**src/logic/sfb_pkg.sv**
```systemverilog
// Register map, reset values, timing counts and carrier types of the
// speed feedback and slip correction block.
// Assumes a 10 MHz clock and an AHB-Lite master doing word transfers.
package sfb_pkg;

	// ********************************
	// Register byte offsets
	// ********************************
	localparam logic [7:0] REG_CTRL       = 8'h00;
	localparam logic [7:0] REG_CMD        = 8'h04;
	localparam logic [7:0] REG_RATED_SLIP = 8'h08;
	localparam logic [7:0] REG_PPR        = 8'h0c;
	localparam logic [7:0] REG_SLIP_GAIN  = 8'h10;
	localparam logic [7:0] REG_NP_RPM     = 8'h14;
	localparam logic [7:0] REG_NP_FREQ    = 8'h18;
	localparam logic [7:0] REG_NP_CURR    = 8'h1c;
	localparam logic [7:0] REG_NP_VOLT    = 8'h20;
	localparam logic [7:0] REG_NP_POWER   = 8'h24;
	localparam logic [7:0] REG_FLUX_TUNE  = 8'h28;
	localparam logic [7:0] REG_STATUS     = 8'h2c;
	localparam logic [7:0] REG_POSITION   = 8'h30;
	localparam logic [7:0] REG_SLIP_FREQ  = 8'h34;
	localparam logic [7:0] REG_FREQ_OUT   = 8'h38;
	localparam logic [7:0] REG_POLE_PAIRS = 8'h3c;
	localparam logic [7:0] REG_REVS       = 8'h40;

	// ********************************
	// Mode codes
	// ********************************
	localparam logic [1:0] MODE_OPEN    = 2'h0;
	localparam logic [1:0] MODE_SLIP    = 2'h1;
	localparam logic [1:0] MODE_PROCESS = 2'h2;
	localparam logic [2:0] SRC_ENCODER  = 3'h3;
	localparam logic [2:0] SRC_SIM      = 3'h5;
	localparam logic [1:0] TYPE_QUAD    = 2'h0;
	localparam logic [1:0] TYPE_QUAD_CK = 2'h1;
	localparam logic [1:0] TYPE_SGL     = 2'h2;
	localparam logic [1:0] TYPE_SGL_CK  = 2'h3;

	// ********************************
	// Reset values
	// ********************************
	localparam logic [15:0] CTRL_RST       = 16'h0000;
	localparam logic [15:0] RATED_SLIP_RST = 16'h0032;
	localparam logic [15:0] PPR_RST        = 16'h0400;
	localparam logic [3:0]  GAIN_RST       = 4'h4;
	localparam logic [15:0] NP_RPM_RST     = 16'h06d6;
	localparam logic [15:0] NP_FREQ_RST    = 16'h003c;
	localparam logic [15:0] NP_CURR_RST    = 16'h03e8;
	localparam logic [15:0] NP_VOLT_RST    = 16'h01e0;
	localparam logic [15:0] NP_POWER_RST   = 16'h1d4c;
	localparam logic [15:0] FLUX_TUNE_RST  = 16'h0190;

	// ********************************
	// Scaling and timing
	// ********************************
	localparam logic [15:0] SEC_PER_MIN    = 16'h003c;
	localparam logic [10:0] RPM_TO_CHZ_NUM = 11'h6ab;
	localparam int          RPM_TO_CHZ_SH  = 10;
	localparam logic [7:0]  IQ_SCALE       = 8'h3a;
	localparam int          GAIN_FRAC      = 12;
	localparam logic [3:0]  MAX_POLE_PAIRS = 4'hf;
	localparam logic [15:0] DEADBAND_CHZ   = 16'h0032;
	localparam int          CLK_MHZ        = 10;
	localparam int          ENC_LOSS_US    = 10;
	localparam int          ENC_LOSS_CYC   = ENC_LOSS_US * CLK_MHZ;

	// ********************************
	// Carrier types
	// ********************************
	typedef struct packed {
		logic [5:0] rsvd;
		logic       flux_tune_sel;
		logic       deadband_en;
		logic       diff_inputs;
		logic [1:0] fdbk_type;
		logic [2:0] fdbk_source;
		logic [1:0] speed_mode;
	} ctrl_t;

	typedef struct packed {
		logic        hsel;
		logic [31:0] haddr;
		logic [1:0]  htrans;
		logic        hwrite;
		logic [2:0]  hsize;
		logic [31:0] hwdata;
	} ahb_req_t;

	typedef struct packed {
		logic        hreadyout;
		logic        hresp;
		logic [31:0] hrdata;
	} ahb_rsp_t;

	typedef struct packed {
		logic a;
		logic a_n;
		logic b;
		logic b_n;
	} enc_pins_t;

endpackage : sfb_pkg

```
**src/logic/speed_feedback_slip_correction.sv**
```systemverilog
// Speed feedback and slip correction: AHB-Lite registers, slip
// commissioning, slip compensation, encoder decode, deadband, simulator.
// Assumes encoder pins are asynchronous; other inputs are on clk.
//
// The AHB-Lite slave port and the register addresses were decided locally.
`timescale 1ns/1ps
module speed_feedback_slip_correction #(
	parameter int POS_W    = 32,
	parameter int LOSS_CYC = sfb_pkg::ENC_LOSS_CYC
) (
	// Clock and reset
	input  wire logic              clk,
	input  wire logic              rst,
	// Register bus
	input  sfb_pkg::ahb_req_t      ahb_i,
	input  wire logic              hready,
	output sfb_pkg::ahb_rsp_t      ahb_o,
	// Encoder pins
	input  sfb_pkg::enc_pins_t     enc_i,
	// Drive references, centi-hertz and centi-amps
	input  wire logic [15:0]       freq_ref,
	input  wire logic [15:0]       speed_ref,
	input  wire logic signed [15:0] torque_current,
	// Results
	output logic [15:0]            freq_out,
	output logic [15:0]            slip_freq,
	output logic                   speed_reg_clamp,
	output logic                   torque_reg_clamp,
	output logic                   power_stage_en,
	output logic                   enc_loss,
	output logic [POS_W-1:0]       position
);
	typedef enum {C_IDLE, C_POLES, C_SYNC, C_IQ} comm_t;

	sfb_pkg::ctrl_t   ctrl_ff;
	logic [15:0]      rated_slip_ff, ppr_ff, np_rpm_ff, np_freq_ff;
	logic [15:0]      np_curr_ff, np_volt_ff, np_power_ff, flux_tune_ff;
	logic [3:0]       gain_ff;
	logic             wr_pend_ff;
	logic [7:0]       wr_addr_ff;
	logic [31:0]      rdata_ff, rd_mux;
	logic             addr_ok, wr_go, cmd_go, loss_clr;
	comm_t            comm_ff;
	logic [3:0]       pp_ff;
	logic [15:0]      slip_calc_ff, flux_def_ff;
	logic             slip_load_ff;
	logic             d0_start, d0_done, d1_done, d1_busy;
	logic [31:0]      d0_dvd, d0_dvs, d0_quo, d1_quo;
	logic [31:0]      sync_60f;
	sfb_pkg::enc_pins_t s1_ff, s2_ff, prev_ff;
	logic             step, up, sgl_edge;
	logic [POS_W-1:0] pos_ff;
	logic [17:0]      rev_acc_ff;
	logic [15:0]      revs_ff;
	logic [23:0]      sim_acc_ff;
	logic [24:0]      sim_sum;
	logic             loss_cond, loss_ff;
	logic [15:0]      loss_cnt_ff;
	logic [15:0]      slip_chz_ff, flux_est, iq_eff;
	logic [31:0]      slip_gain_ff;
	logic signed [23:0] filt_ff, filt_diff;
	logic [15:0]      iq_pos;
	logic [47:0]      slip_prod;
	logic [15:0]      slip_add;
	logic [16:0]      freq_sum;
	logic [15:0]      freq_out_ff, slip_disp_ff;
	logic             clamp_ff, pwr_en_ff;
	logic [30:0]      chz_prod;

	// ********************************
	// AHB-Lite slave
	// ********************************

	// Zero wait states; every transfer answers OKAY
	assign addr_ok  = ahb_i.hsel && ahb_i.htrans[1] && hready;
	assign wr_go    = wr_pend_ff;
	assign cmd_go   = wr_go && wr_addr_ff == sfb_pkg::REG_CMD && ahb_i.hwdata[0];
	assign loss_clr = wr_go && wr_addr_ff == sfb_pkg::REG_STATUS && ahb_i.hwdata[0];

	// Address phase capture; upper address bits must be zero to hit
	always_ff @(posedge clk or posedge rst) begin
		if (rst) begin
			wr_pend_ff <= 1'b0;
			wr_addr_ff <= 8'h00;
			rdata_ff   <= 32'h0000_0000;
		end else begin
			wr_pend_ff <= addr_ok && ahb_i.hwrite && ahb_i.haddr[31:8] == 24'h00_0000;
			wr_addr_ff <= ahb_i.haddr[7:0];
			if (addr_ok && !ahb_i.hwrite) begin
				rdata_ff <= (ahb_i.haddr[31:8] == 24'h00_0000) ? rd_mux : 32'h0000_0000;
			end
		end
	end

	// Read decode; unmapped offsets read zero
	always_comb begin
		case (ahb_i.haddr[7:0])
			sfb_pkg::REG_CTRL:       rd_mux = {16'h0000, ctrl_ff};
			sfb_pkg::REG_CMD:        rd_mux = {31'h0, comm_ff != C_IDLE};
			sfb_pkg::REG_RATED_SLIP: rd_mux = {16'h0000, rated_slip_ff};
			sfb_pkg::REG_PPR:        rd_mux = {16'h0000, ppr_ff};
			sfb_pkg::REG_SLIP_GAIN:  rd_mux = {28'h0, gain_ff};
			sfb_pkg::REG_NP_RPM:     rd_mux = {16'h0000, np_rpm_ff};
			sfb_pkg::REG_NP_FREQ:    rd_mux = {16'h0000, np_freq_ff};
			sfb_pkg::REG_NP_CURR:    rd_mux = {16'h0000, np_curr_ff};
			sfb_pkg::REG_NP_VOLT:    rd_mux = {16'h0000, np_volt_ff};
			sfb_pkg::REG_NP_POWER:   rd_mux = {16'h0000, np_power_ff};
			sfb_pkg::REG_FLUX_TUNE:  rd_mux = {16'h0000, flux_tune_ff};
			sfb_pkg::REG_STATUS:     rd_mux = {28'h0, !pwr_en_ff, clamp_ff,
			                                   comm_ff != C_IDLE, loss_ff};
			sfb_pkg::REG_POSITION:   rd_mux = 32'(pos_ff);
			sfb_pkg::REG_SLIP_FREQ:  rd_mux = {16'h0000, slip_disp_ff};
			sfb_pkg::REG_FREQ_OUT:   rd_mux = {16'h0000, freq_out_ff};
			sfb_pkg::REG_POLE_PAIRS: rd_mux = {28'h0, pp_ff};
			sfb_pkg::REG_REVS:       rd_mux = {16'h0000, revs_ff};
			default:                 rd_mux = 32'h0000_0000;
		endcase
	end

	// Software-written settings; commissioning result lands last
	always_ff @(posedge clk or posedge rst) begin
		if (rst) begin
			ctrl_ff       <= sfb_pkg::CTRL_RST;
			rated_slip_ff <= sfb_pkg::RATED_SLIP_RST;
			ppr_ff        <= sfb_pkg::PPR_RST;
			gain_ff       <= sfb_pkg::GAIN_RST;
			np_rpm_ff     <= sfb_pkg::NP_RPM_RST;
			np_freq_ff    <= sfb_pkg::NP_FREQ_RST;
			np_curr_ff    <= sfb_pkg::NP_CURR_RST;
			np_volt_ff    <= sfb_pkg::NP_VOLT_RST;
			np_power_ff   <= sfb_pkg::NP_POWER_RST;
			flux_tune_ff  <= sfb_pkg::FLUX_TUNE_RST;
		end else begin
			if (wr_go) begin
				case (wr_addr_ff)
					sfb_pkg::REG_CTRL:       ctrl_ff       <= {6'h00, ahb_i.hwdata[9:0]};
					sfb_pkg::REG_RATED_SLIP: rated_slip_ff <= ahb_i.hwdata[15:0];
					sfb_pkg::REG_PPR:        ppr_ff        <= ahb_i.hwdata[15:0];
					sfb_pkg::REG_SLIP_GAIN:  gain_ff       <= ahb_i.hwdata[3:0];
					sfb_pkg::REG_NP_RPM:     np_rpm_ff     <= ahb_i.hwdata[15:0];
					sfb_pkg::REG_NP_FREQ:    np_freq_ff    <= ahb_i.hwdata[15:0];
					sfb_pkg::REG_NP_CURR:    np_curr_ff    <= ahb_i.hwdata[15:0];
					sfb_pkg::REG_NP_VOLT:    np_volt_ff    <= ahb_i.hwdata[15:0];
					sfb_pkg::REG_NP_POWER:   np_power_ff   <= ahb_i.hwdata[15:0];
					sfb_pkg::REG_FLUX_TUNE:  flux_tune_ff  <= ahb_i.hwdata[15:0];
					default: ;
				endcase
			end
			if (slip_load_ff) begin
				rated_slip_ff <= slip_calc_ff;
			end
		end
	end

	// ********************************
	// Commissioning
	// ********************************

	// Largest pole pair count whose sync speed still reaches nameplate rpm
	assign sync_60f = 32'(np_freq_ff) * 32'(sfb_pkg::SEC_PER_MIN);

	// Divider feed per commissioning step
	always_comb begin
		d0_start = 1'b0;
		d0_dvd   = sync_60f;
		d0_dvs   = {28'h0, pp_ff};
		case (comm_ff)
			C_POLES: d0_start = !(sync_60f >= 32'(np_rpm_ff) * 32'(pp_ff + 4'h1) &&
			                      pp_ff < sfb_pkg::MAX_POLE_PAIRS);
			C_SYNC: begin
				d0_start = d0_done;
				d0_dvd   = 32'(np_power_ff) * 32'(sfb_pkg::IQ_SCALE);
				d0_dvs   = {16'h0000, np_volt_ff};
			end
			default: ;
		endcase
	end

	// Slip = sync speed - nameplate speed; rated torque current from power
	always_ff @(posedge clk or posedge rst) begin
		if (rst) begin
			comm_ff      <= C_IDLE;
			pp_ff        <= 4'h2;
			slip_calc_ff <= 16'h0000;
			flux_def_ff  <= 16'h0000;
			slip_load_ff <= 1'b0;
		end else begin
			slip_load_ff <= 1'b0;
			case (comm_ff)
				C_IDLE: if (cmd_go) begin
					pp_ff   <= 4'h1;
					comm_ff <= C_POLES;
				end
				C_POLES: if (d0_start) begin
					comm_ff <= C_SYNC;
				end else begin
					pp_ff <= pp_ff + 4'h1;
				end
				C_SYNC: if (d0_done) begin
					slip_calc_ff <= (d0_quo[15:0] > np_rpm_ff) ?
					                d0_quo[15:0] - np_rpm_ff : 16'h0000;
					comm_ff      <= C_IQ;
				end
				C_IQ: if (d0_done) begin
					flux_def_ff  <= (np_curr_ff > d0_quo[15:0]) ?
					                np_curr_ff - d0_quo[15:0] : np_curr_ff >> 2;
					slip_load_ff <= 1'b1;
					comm_ff      <= C_IDLE;
				end
				default: comm_ff <= C_IDLE;
			endcase
		end
	end

	seq_divider #(.W(32)) u_comm_div (
		.clk      (clk),
		.rst      (rst),
		.start    (d0_start),
		.dividend (d0_dvd),
		.divisor  (d0_dvs),
		.busy     (),
		.done     (d0_done),
		.quotient (d0_quo)
	);

	// ********************************
	// Slip compensation
	// ********************************

	// Flux estimate from nameplate default or auto-tune
	assign flux_est = ctrl_ff.flux_tune_sel ? flux_tune_ff : flux_def_ff;
	assign iq_eff   = (np_curr_ff > flux_est) ? np_curr_ff - flux_est : 16'h0001;
	assign chz_prod = 31'(rated_slip_ff * pp_ff) * 31'(sfb_pkg::RPM_TO_CHZ_NUM);

	// Rated slip in centi-hertz per centi-amp of torque current, refreshed
	// continuously so a new setting takes effect within two divides
	always_ff @(posedge clk or posedge rst) begin
		if (rst) begin
			slip_chz_ff  <= 16'h0000;
			slip_gain_ff <= 32'h0000_0000;
		end else begin
			slip_chz_ff <= 16'(chz_prod >> sfb_pkg::RPM_TO_CHZ_SH);
			if (d1_done) begin
				slip_gain_ff <= d1_quo;
			end
		end
	end

	seq_divider #(.W(32)) u_slip_div (
		.clk      (clk),
		.rst      (rst),
		.start    (!d1_busy),
		.dividend ({4'h0, slip_chz_ff, 12'h000}),
		.divisor  ({16'h0000, iq_eff}),
		.busy     (d1_busy),
		.done     (d1_done),
		.quotient (d1_quo)
	);

	// First-order filter; gain 0 passes torque current straight through.
	// Eight fraction bits let it settle all the way to zero.
	assign filt_diff = {torque_current, 8'h00} - filt_ff;
	always_ff @(posedge clk or posedge rst) begin
		if (rst) begin
			filt_ff <= 24'sh000000;
		end else begin
			filt_ff <= filt_ff + (filt_diff >>> gain_ff);
		end
	end

	// Only motoring load adds slip: the increment is never negative
	assign iq_pos    = filt_ff[23] ? 16'h0000 : filt_ff[23:8];
	assign slip_prod = 48'(slip_gain_ff) * 48'(iq_pos);
	assign slip_add  = (|slip_prod[47:28]) ? 16'hffff : slip_prod[27:12];
	assign freq_sum  = {1'b0, freq_ref} + {1'b0, slip_add};

	// Output frequency by speed mode
	always_ff @(posedge clk or posedge rst) begin
		if (rst) begin
			freq_out_ff  <= 16'h0000;
			slip_disp_ff <= 16'h0000;
		end else begin
			if (ctrl_ff.speed_mode == sfb_pkg::MODE_SLIP) begin
				freq_out_ff  <= freq_sum[16] ? 16'hffff : freq_sum[15:0];
				slip_disp_ff <= slip_add;
			end else begin
				freq_out_ff  <= freq_ref;
				slip_disp_ff <= 16'h0000;
			end
		end
	end

	// ********************************
	// Deadband and simulator
	// ********************************

	// Power stage stays off while simulating: no motor may be driven
	always_ff @(posedge clk or posedge rst) begin
		if (rst) begin
			clamp_ff  <= 1'b0;
			pwr_en_ff <= 1'b0;
		end else begin
			clamp_ff  <= ctrl_ff.deadband_en && speed_ref < sfb_pkg::DEADBAND_CHZ;
			pwr_en_ff <= ctrl_ff.fdbk_source != sfb_pkg::SRC_SIM;
		end
	end

	// ********************************
	// Encoder feedback
	// ********************************

	// Two-stage synchroniser, then one stage of history
	always_ff @(posedge clk or posedge rst) begin
		if (rst) begin
			s1_ff   <= '0;
			s2_ff   <= '0;
			prev_ff <= '0;
		end else begin
			s1_ff   <= enc_i;
			s2_ff   <= s1_ff;
			prev_ff <= s2_ff;
		end
	end

	// One channel changing at a time; a double jump is dropped
	assign step     = (s2_ff.a ^ prev_ff.a) ^ (s2_ff.b ^ prev_ff.b);
	assign up       = prev_ff.a ^ s2_ff.b;
	assign sgl_edge = s2_ff.a && !prev_ff.a;
	assign sim_sum  = {1'b0, sim_acc_ff} + {9'h000, freq_out_ff};

	// Raw count, free running modulo its width
	always_ff @(posedge clk or posedge rst) begin
		if (rst) begin
			pos_ff     <= '0;
			sim_acc_ff <= 24'h000000;
		end else begin
			sim_acc_ff <= (ctrl_ff.fdbk_source == sfb_pkg::SRC_SIM) ? sim_sum[23:0] : 24'h000000;
			if (ctrl_ff.fdbk_source == sfb_pkg::SRC_SIM) begin
				pos_ff <= pos_ff + POS_W'(sim_sum[24]);
			end else if (!ctrl_ff.fdbk_type[1]) begin
				if (step) begin
					pos_ff <= up ? pos_ff + 1'b1 : pos_ff - 1'b1;
				end
			end else if (sgl_edge) begin
				pos_ff <= pos_ff + 1'b1;
			end
		end
	end

	// Revolutions: forward counts per turn are ppr, or four times in quadrature
	always_ff @(posedge clk or posedge rst) begin
		if (rst) begin
			rev_acc_ff <= 18'h00000;
			revs_ff    <= 16'h0000;
		end else if (ctrl_ff.fdbk_source != sfb_pkg::SRC_SIM &&
		             (ctrl_ff.fdbk_type[1] ? sgl_edge : step && up)) begin
			if (rev_acc_ff + 18'h00001 >= (ctrl_ff.fdbk_type[1] ? {2'h0, ppr_ff}
			                                                  : {ppr_ff, 2'h0})) begin
				rev_acc_ff <= 18'h00000;
				revs_ff    <= revs_ff + 16'h0001;
			end else begin
				rev_acc_ff <= rev_acc_ff + 18'h00001;
			end
		end
	end

	// Complementary pair at equal level means a broken line
	assign loss_cond = ctrl_ff.fdbk_type[0] && ctrl_ff.diff_inputs &&
	                   (s2_ff.a == s2_ff.a_n ||
	                    (!ctrl_ff.fdbk_type[1] && s2_ff.b == s2_ff.b_n));

	// Loss must persist to filter crossover glitches; set beats clear
	always_ff @(posedge clk or posedge rst) begin
		if (rst) begin
			loss_cnt_ff <= 16'h0000;
			loss_ff     <= 1'b0;
		end else begin
			loss_cnt_ff <= !loss_cond ? 16'h0000 :
			               (loss_cnt_ff == 16'(LOSS_CYC)) ? loss_cnt_ff : loss_cnt_ff + 16'h0001;
			if (loss_cond && loss_cnt_ff == 16'(LOSS_CYC - 1)) begin
				loss_ff <= 1'b1;
			end else if (loss_clr) begin
				loss_ff <= 1'b0;
			end
		end
	end

	// ********************************
	// Outputs
	// ********************************
	assign ahb_o.hreadyout = 1'b1;
	assign ahb_o.hresp     = 1'b0;
	assign ahb_o.hrdata    = rdata_ff;
	assign freq_out        = freq_out_ff;
	assign slip_freq       = slip_disp_ff;
	assign speed_reg_clamp  = clamp_ff;
	assign torque_reg_clamp = clamp_ff;
	assign power_stage_en  = pwr_en_ff;
	assign enc_loss        = loss_ff;
	assign position        = pos_ff;

endmodule : speed_feedback_slip_correction

```
**src/logic/seq_divider.sv**
```systemverilog
// Restoring unsigned divider, one quotient bit per clock.
// Assumes start is only raised while busy is low.
`timescale 1ns/1ps
module seq_divider #(
	parameter int W = 32
) (
	// Clock and reset
	input  wire logic         clk,
	input  wire logic         rst,
	// Request
	input  wire logic         start,
	input  wire logic [W-1:0] dividend,
	input  wire logic [W-1:0] divisor,
	// Result
	output logic              busy,
	output logic              done,
	output logic [W-1:0]      quotient
);
	logic [W-1:0] rem_ff;
	logic [W-1:0] quo_ff;
	logic [W-1:0] dvs_ff;
	logic [7:0]   cnt_ff;
	logic         busy_ff;
	logic         done_ff;
	logic [W:0]   shifted;
	logic         ge;

	// Divide by zero yields all ones
	assign shifted = {rem_ff, quo_ff[W-1]};
	assign ge      = shifted >= {1'b0, dvs_ff};

	// Shift and subtract step
	always_ff @(posedge clk or posedge rst) begin
		if (rst) begin
			rem_ff  <= '0;
			quo_ff  <= '0;
			dvs_ff  <= '0;
			cnt_ff  <= 8'h00;
			busy_ff <= 1'b0;
			done_ff <= 1'b0;
		end else begin
			done_ff <= 1'b0;
			if (start && !busy_ff) begin
				rem_ff  <= '0;
				quo_ff  <= dividend;
				dvs_ff  <= divisor;
				cnt_ff  <= 8'(W);
				busy_ff <= 1'b1;
			end else if (busy_ff) begin
				rem_ff <= ge ? W'(shifted - {1'b0, dvs_ff}) : shifted[W-1:0];
				quo_ff <= {quo_ff[W-2:0], ge};
				cnt_ff <= cnt_ff - 8'h01;
				if (cnt_ff == 8'h01) begin
					busy_ff <= 1'b0;
					done_ff <= 1'b1;
				end
			end
		end
	end

	assign busy     = busy_ff;
	assign done     = done_ff;
	assign quotient = quo_ff;

endmodule : seq_divider

```
**config.mk**
```make
export PLATFORM = sky130hd
export DESIGN_NAME = speed_feedback_slip_correction
export DESIGN_NICKNAME = d
export VERILOG_FILES = /design/src/logic/sfb_pkg.sv /design/src/logic/speed_feedback_slip_correction.sv /design/src/logic/seq_divider.sv
export SDC_FILE = /design/constraint.sdc
export NUM_CORES = 2
export LEC_CHECK = 0
export ABC_AREA = 1
export BUFFER_PORTS_ARGS = -buffer_cell sky130_fd_sc_hd__buf_2
export CAP_MARGIN = 20
export CORE_MARGIN = 2
export CORE_UTILIZATION = 64
export DETAILED_ROUTE_END_ITERATION = 6
export MAX_ROUTING_LAYER = met4
export PLACE_DENSITY = 0.82
export SYNTH_ARGS = -nofsm -noshare
export SYNTH_HDL_FRONTEND = slang
export SYNTH_HIERARCHICAL = 1
export SYNTH_SLANG_ARGS = --single-unit
```
**constraint.sdc**
```tcl
create_clock -name clk -period 21.8 [get_ports clk]
set_input_delay 4.36 -clock clk [delete_from_list [all_inputs] [get_ports clk]]
set_output_delay 4.36 -clock clk [all_outputs]
set_load 0.1 [all_outputs]
```
# Yosys cells after proc, flatten, opt, wreduce, memory -nomap -nowiden
# Index checks and enable logic that the tools add are counted.
# op_classes
add_sub_neg	19
multipliers	6
magnitude_cmp	9
n_eq_ne	46
n_shift	1
mux	61
bitwise	4
reduce_logical	54
# ops
operator	n
32-bit 2-to-1 mux	18
32-bit case mux with 17 select lines	1
16-bit 2-to-1 mux	14
32-bit case mux with 4 select lines	1
8-bit by 6-bit equality test with 1-bit output (second input constant)	12
32-bit by 2-bit equality test with 1-bit output (second input constant)	2
8-bit by 5-bit equality test with 1-bit output (second input constant)	8
16-bit greater-than comparator	3
16-bit subtractor	3
32-bit by 15-bit multiplier with 47-bit output	1
18-bit 2-to-1 mux	2
33-bit by 16-bit greater-or-equal comparator with 1-bit output	1
33-bit by 32-bit greater-or-equal comparator with 1-bit output	1
16-bit by 1-bit adder with 16-bit output (second input constant)	2
32-bit by 1-bit adder with 32-bit output	1
32-bit by 1-bit adder with 32-bit output (second input constant)	1
16-bit by 7-bit equality test with 1-bit output (second input constant)	2
32-bit by 1-bit equality test with 1-bit output (second input constant)	1
8-bit by 4-bit equality test with 1-bit output (second input constant)	4
32-bit zero test	1
32-bit nonzero test	1
32-bit by 1-bit subtractor with 32-bit output (second input constant)	1
32-bit by 16-bit subtractor with 32-bit output	1
32-bit subtractor	1
other kinds (48)	117
# word_totals
regBits	671
in_bits	126
output_inout_bits	102
elab_cells	258

# Longest topological paths before layout
# logic_depth
depth_word	8
depth_mapped	50
ltp_nobuf	48

# Cells and area by module
# Netlist, hierarchy kept.
# by_module_without_submodules
module	n_inst	cells_each	area_each_um2	seq_area_each_um2
speed_feedback_slip_correction	1	7414	55742.2	11182.0
seq_divider	2	1091	7289.5	2652.5

# Worst setup path before layout
# Ideal clock, no wire load.
# synth_timing
path_type	register to register
startpoint	reg filt_ff[23]
endpoint	reg freq_out_ff[15] (netlist: freq_out[15])
setup_ns	0.138
arrival_ns	8.222
required_ns	21.662
slack_ns	13.441
path_stages_with_launch	38
path_buffers	4
period_less_slack_ns	8.359
path_cell_list	dfrtp_1 > clkbuf_1 > nor2_1 > clkinv_1 > clkbuf_1 > nor2_1 > fa_1 > fa_1 > fa_1 > fa_1 > fa_1 > inv_1 > fa_1 > inv_1 > ha_1 > a21oi_1 > o21ai_0 > a21o_1 > (+2 left out) > nand2_1 > nand2_1 > nor2_1 > nand2_1 > nor2_4 > buf_6 > nand4_2 > ha_1 > nand2_1 > a21oi_1 > a211oi_1 > o211ai_1 > nand3_1 > nand2_1 > a21o_1 > a21oi_1 > clkbuf_1 > a31oi_1
# synth_between
elab_chain_cells	7
# synth_lines
item	line	source
from (decl)	speed_feedback_slip_correction.sv:61	logic signed [23:0] filt_ff, filt_diff;
from (signal assigned)	speed_feedback_slip_correction.sv:267	filt_ff <= filt_ff + (filt_diff >>> gain_ff);
15-bit 2-to-1 mux (*)	speed_feedback_slip_correction.sv:272	assign iq_pos = filt_ff[23] ? 16'h0000 : filt_ff[23:8];
32-bit by 15-bit multiplier with 47-bit output (*)	speed_feedback_slip_correction.sv:273	assign slip_prod = 48'(slip_gain_ff) * 48'(iq_pos);
20-bit OR reduction	speed_feedback_slip_correction.sv:274	assign slip_add = (|slip_prod[47:28]) ? 16'hffff : slip_prod[27:12];
16-bit 2-to-1 mux (*)	speed_feedback_slip_correction.sv:274	
16-bit by 16-bit adder with 17-bit output (*)	speed_feedback_slip_correction.sv:275	assign freq_sum = {1'b0, freq_ref} + {1'b0, slip_add};
16-bit 2-to-1 mux (*)	speed_feedback_slip_correction.sv:284	freq_out_ff <= freq_sum[16] ? 16'hffff : freq_sum[15:0];
16-bit 2-to-1 mux (*)	speed_feedback_slip_correction.sv:283	if (ctrl_ff.speed_mode == sfb_pkg::MODE_SLIP) begin
to (signal assigned)	speed_feedback_slip_correction.sv:284	
to (signal assigned)	speed_feedback_slip_correction.sv:287	freq_out_ff <= freq_ref;
to (decl)	speed_feedback_slip_correction.sv:66	logic [15:0] freq_out_ff, slip_disp_ff;
# Mark *: on every way between the ends. The rest lies on a longest branch, timed or not.
# A chain may end at the register's enable or synchronous reset.

# Worst setup path in the final report
# layout_timing
startpoint	reg filt_ff[23]
endpoint	reg freq_out_ff[13] (netlist: freq_out[13])
# The elaborated chain is that of the path after synthesis.

==> results.md <==
- The flow ran to the end, and the final reports show no timing, DRC or antenna violations.
- The element type at the critical path end is a register.
- The number of synthesized flops with an enable pin is 0.
- The pre-CTS worst setup slack is 10790 ps.
- The count of buffer and inverter cells on the critical path is 5.
- The largest total area in the synthesized netlist belongs to sky130_fd_sc_hd__dfrtp_1.
- During I/O placement, the number of pins put on the boundary was 228.
- The largest individual stage delay along the critical path comes from the cell sky130_fd_sc_hd__clkinv_1.
- The upper clock frequency limit is between 0.08 and 0.09 GHz.
- The total setup violations reported at the end of the flow is 0.
- Counting every instance in the synthesized netlist gives roughly 9.6k.
- The cell repeated most along the worst path is sky130_fd_sc_hd__nand2_1.
- The fraction of registers with async set or reset after synthesis is 1.00.
- After detailed routing, the number of remaining DRC violations is 0.
- In the global route stage, overall resource usage came out at 0.428.
- Of the available clock period, the critical path in the final layout requires 0.527.
- For this design, the sink count on the clock tree is ~660.
- Detailed placement finished with a half-perimeter wire length of approximately 180000 um.
- The first-pass GRT wire length is approximately 360000 um.
- The mean instance size in the synthesized netlist is between 7 and 8 um2.
- The number of hold violations in the final report is 0.
- The die covers between 0.1 and 0.15 mm2.
- Across all register-to-register paths, the minimum setup slack is between 10000 and 15000 ps.
- The region available for standard cell placement spans between 0.1 and 0.15 mm2.
- The clock passes through at most 3 buffers.
- The total of max-cap violations is 0.
- Summing every instance area after synthesis gives around 0.070 mm2.
- From synthesis to final layout, the design area changed by 7.15%.
- The routed layout has approximately 66k vias.
- In the final routed layout, each cell accounts on average for roughly 21 um.
- After clock tree synthesis, the setup repair step added 0 buffers.
- The required time of the worst setup path is approximately 22000 ps.
- The transition time at the pin with the least slew margin is between 1000 and 1500 ps.
- Setup repair after global routing left no endpoint under its margin.
- The final weighted congestion in routability-driven placement is around 1.0.
- The total wirelength of the detailed-routed design is roughly 230000 um.
- The worst hold path belongs to the class reg2reg.
- The tightest hold margin is 347 ps.
- Clock tree synthesis inserted a total of approximately 80 buffers.
- Headroom to the max-slew limit came out at 0.211.
- The quantity of gates resized following cts is 0.
- The y dimension of the die is ~340 um.
- The largest clock skew in the final design is around 32 ps.
- The number of synthesis warnings is 6.
- The clock edge transition at the registers on the reported setup and hold paths is about 60 ps.
- The initial core utilization is 0.646.
- The sum of negative setup slack is 0 ps.
- The worst setup path is of the reg2reg kind.
- The maximum single-stage delay on the critical path is 1150 ps.
- The number of nets with antenna violations after detailed routing is 0.
- Of all nets on the critical path, the largest fanout is 26.
- The number of max-slew violations in the final report is 0.
- The fraction of post-synthesis cell area in the top cell type by area is 0.221.
- The via density per instance is 5.92.
- The cell chosen for the clock root is sky130_fd_sc_hd__clkbuf_16.
- The initial antenna violation count is 12.
- The H-tree was split into 3 levels.
- For this run, the register share of the synthesized area comes to 0.234.
- TritonCTS built the clock tree.
- Measured along the x axis, the die boundary spans between 300 and 400 um.
- The count of buffers inserted at the top-level ports is slightly above 200.
- The largest net degree at the start of global routing is between 100 and 150.
- The dominant register cell in the synthesized netlist is sky130_fd_sc_hd__dfrtp_1.
- The total overflow left after global routing is 0.
- For the finished layout, the period the worst path requires is around 11000 ps.
- Sorting the synthesized cells by area gives the leading types as sky130_fd_sc_hd__dfrtp_1 22%, sky130_fd_sc_hd__fa_1 17%, sky130_fd_sc_hd__nand2_1 13%.
- The total of hold buffers inserted after clock tree synthesis is 0.
- The DRC marker count from the first detailed-route iteration is approximately 7k.
- The total of flip-flops plus latches after synthesis is about 660.
- The critical path data arrival time is between 10000 and 15000 ps.
- The worst path meets setup with between 10000 and 15000 ps of slack.
- The number of distinct library cell variants in the gate-level netlist after synthesis is 66.
- The number of nets at the end of the flow is 11.0k.
- STA classifies the critical path startpoint as a register.
- The number of global-route vias before repair is about 66k.
- Row generation in the floorplan step produced around 120 rows.
- The share of cells above drive strength 1 is 0.0553.
- Grouping stages by cell kind, the critical path spends the most delay in adder cells.
- The clock insertion delay at the later pin of the skew report is approximately 670 ps.
- The number of detailed-route iterations in the first pass is 7.
-- synthesized netlist by cell type (all sizes together) (41+ instances only) --
cell,instances
a21oi,431
a31oi,41
buf,61
clkbuf,225
dfrtp,620
fa,597
ha,548
inv,1724
nand2,2383
nand3,428
nand3b,41
nand4,98
nor2,910
nor3,99
nor4,44
o211ai,67
o21ai,681
xnor2,108
xor2,150
-- metal layers --
metal / GRT usage / up-vias / routed length [um]
met2: 0.659 / 3272 / 105000
li1: - / 30400 / -
met3: 0.0895 / 790 / 23000
met5: - / - / 0
met4: 0.208 / 0 / 13300
met1: 0.539 / 31700 / 91900
-- cell families (layout without fill, tap and decap cells) --
kind of cell | count (synthesis) | in the layout | synth area share
other cells | 2 | 70 | 0.000107
compound gates | 1452 | 1452 | 0.116
buf+inv | 2035 | 2153 | 0.111
simple gates | 4043 | 4043 | 0.238
fa+ha+maj | 1145 | 1145 | 0.267
xor+xnor | 258 | 258 | 0.0321
mux | 4 | 4 | 0.000569
flops | 657 | 657 | 0.234
-- state kept, by name, summed over array words and instances, names as in the netlist, 18 cells and up --
| register | count |
|---|---|
| u_comm_div/quotient | 32 |
| u_comm_div/dvs_ff | 32 |
| rdata_ff | 32 |
| u_slip_div/rem_ff | 32 |
| position | 32 |
| filt_ff | 24 |
| u_comm_div/rem_ff | 32 |
| rev_acc_ff | 18 |
| slip_gain_ff | 32 |
| u_slip_div/quotient | 32 |
| u_slip_div/dvs_ff | 32 |
| sim_acc_ff | 24 |
-- final timing paths --
check                                      start  cells after the start                                 to
setup reg to reg           filt_ff[23]$_DFF_PP0_                     38             freq_out[13]$_DFF_PP0_
hold / removal                s1_ff[2]$_DFF_PP0_                      0                 s2_ff[2]$_DFF_PP0_
setup / recovery           filt_ff[23]$_DFF_PP0_                     38             freq_out[13]$_DFF_PP0_
min in group asynchronous                    rst                      2  u_slip_div/rem_ff[14]$_DFFE_PP0P_
hold reg to reg               s1_ff[2]$_DFF_PP0_                      0                 s2_ff[2]$_DFF_PP0_
max in group asynchronous                    rst                      4            sim_acc_ff[5]$_DFF_PP0_
-- metrics by stage --
stage	utilization	cells	area (um2)
6_report	0.692	11200	75300
5_1_grt	0.692	11200	75300
4_1_cts	0.691	11200	75300
3_5_place_dp	0.667	11000	72600
3_3_place_gp	0.666	11000	72500
2_1_floorplan	-	9655	70500
-- cell type report --
type                    count  area (um2)
multi-input cells        6963       46300
fillers                  9117       33500
flip-flops and latches    657       16500
inverters                1749        6580
clock buffers             107        2270
well taps                1414        1770
repair buffers            262        1510
clock inverters            35         424
diodes                      9        22.5
-- cell usage in the layout (no fill, tap or decap), types with 22 or more instances in the layout --
cell type,count
sky130_fd_sc_hd__ha_1,548
sky130_fd_sc_hd__nor2_1,887
sky130_fd_sc_hd__buf_2,204
sky130_fd_sc_hd__a21o_1,22
sky130_fd_sc_hd__o22ai_1,29
sky130_fd_sc_hd__o2111ai_1,29
sky130_fd_sc_hd__a31oi_1,41
sky130_fd_sc_hd__nand2_1,2355
sky130_fd_sc_hd__o21ai_0,669
sky130_fd_sc_hd__o21bai_1,37
sky130_fd_sc_hd__dfstp_2,37
sky130_fd_sc_hd__dfrtp_1,618
sky130_fd_sc_hd__xor2_1,150
sky130_fd_sc_hd__fa_1,597
sky130_fd_sc_hd__clkinv_1,25
sky130_fd_sc_hd__a21oi_1,431
sky130_fd_sc_hd__clkbuf_16,81
sky130_fd_sc_hd__buf_4,50
sky130_fd_sc_hd__nor4_1,39
sky130_fd_sc_hd__inv_1,1709
sky130_fd_sc_hd__o211ai_1,67
sky130_fd_sc_hd__nand3b_1,41
sky130_fd_sc_hd__nand4_1,88
sky130_fd_sc_hd__o221ai_1,39
sky130_fd_sc_hd__conb_1,61
sky130_fd_sc_hd__nor3_1,95
sky130_fd_sc_hd__nand2_2,28
sky130_fd_sc_hd__nand3_1,422
sky130_fd_sc_hd__xnor2_1,108
Power is left out: the tool's default activity adds up to more than one toggle a clock period on the data nets, which glitch-free logic cannot reach.
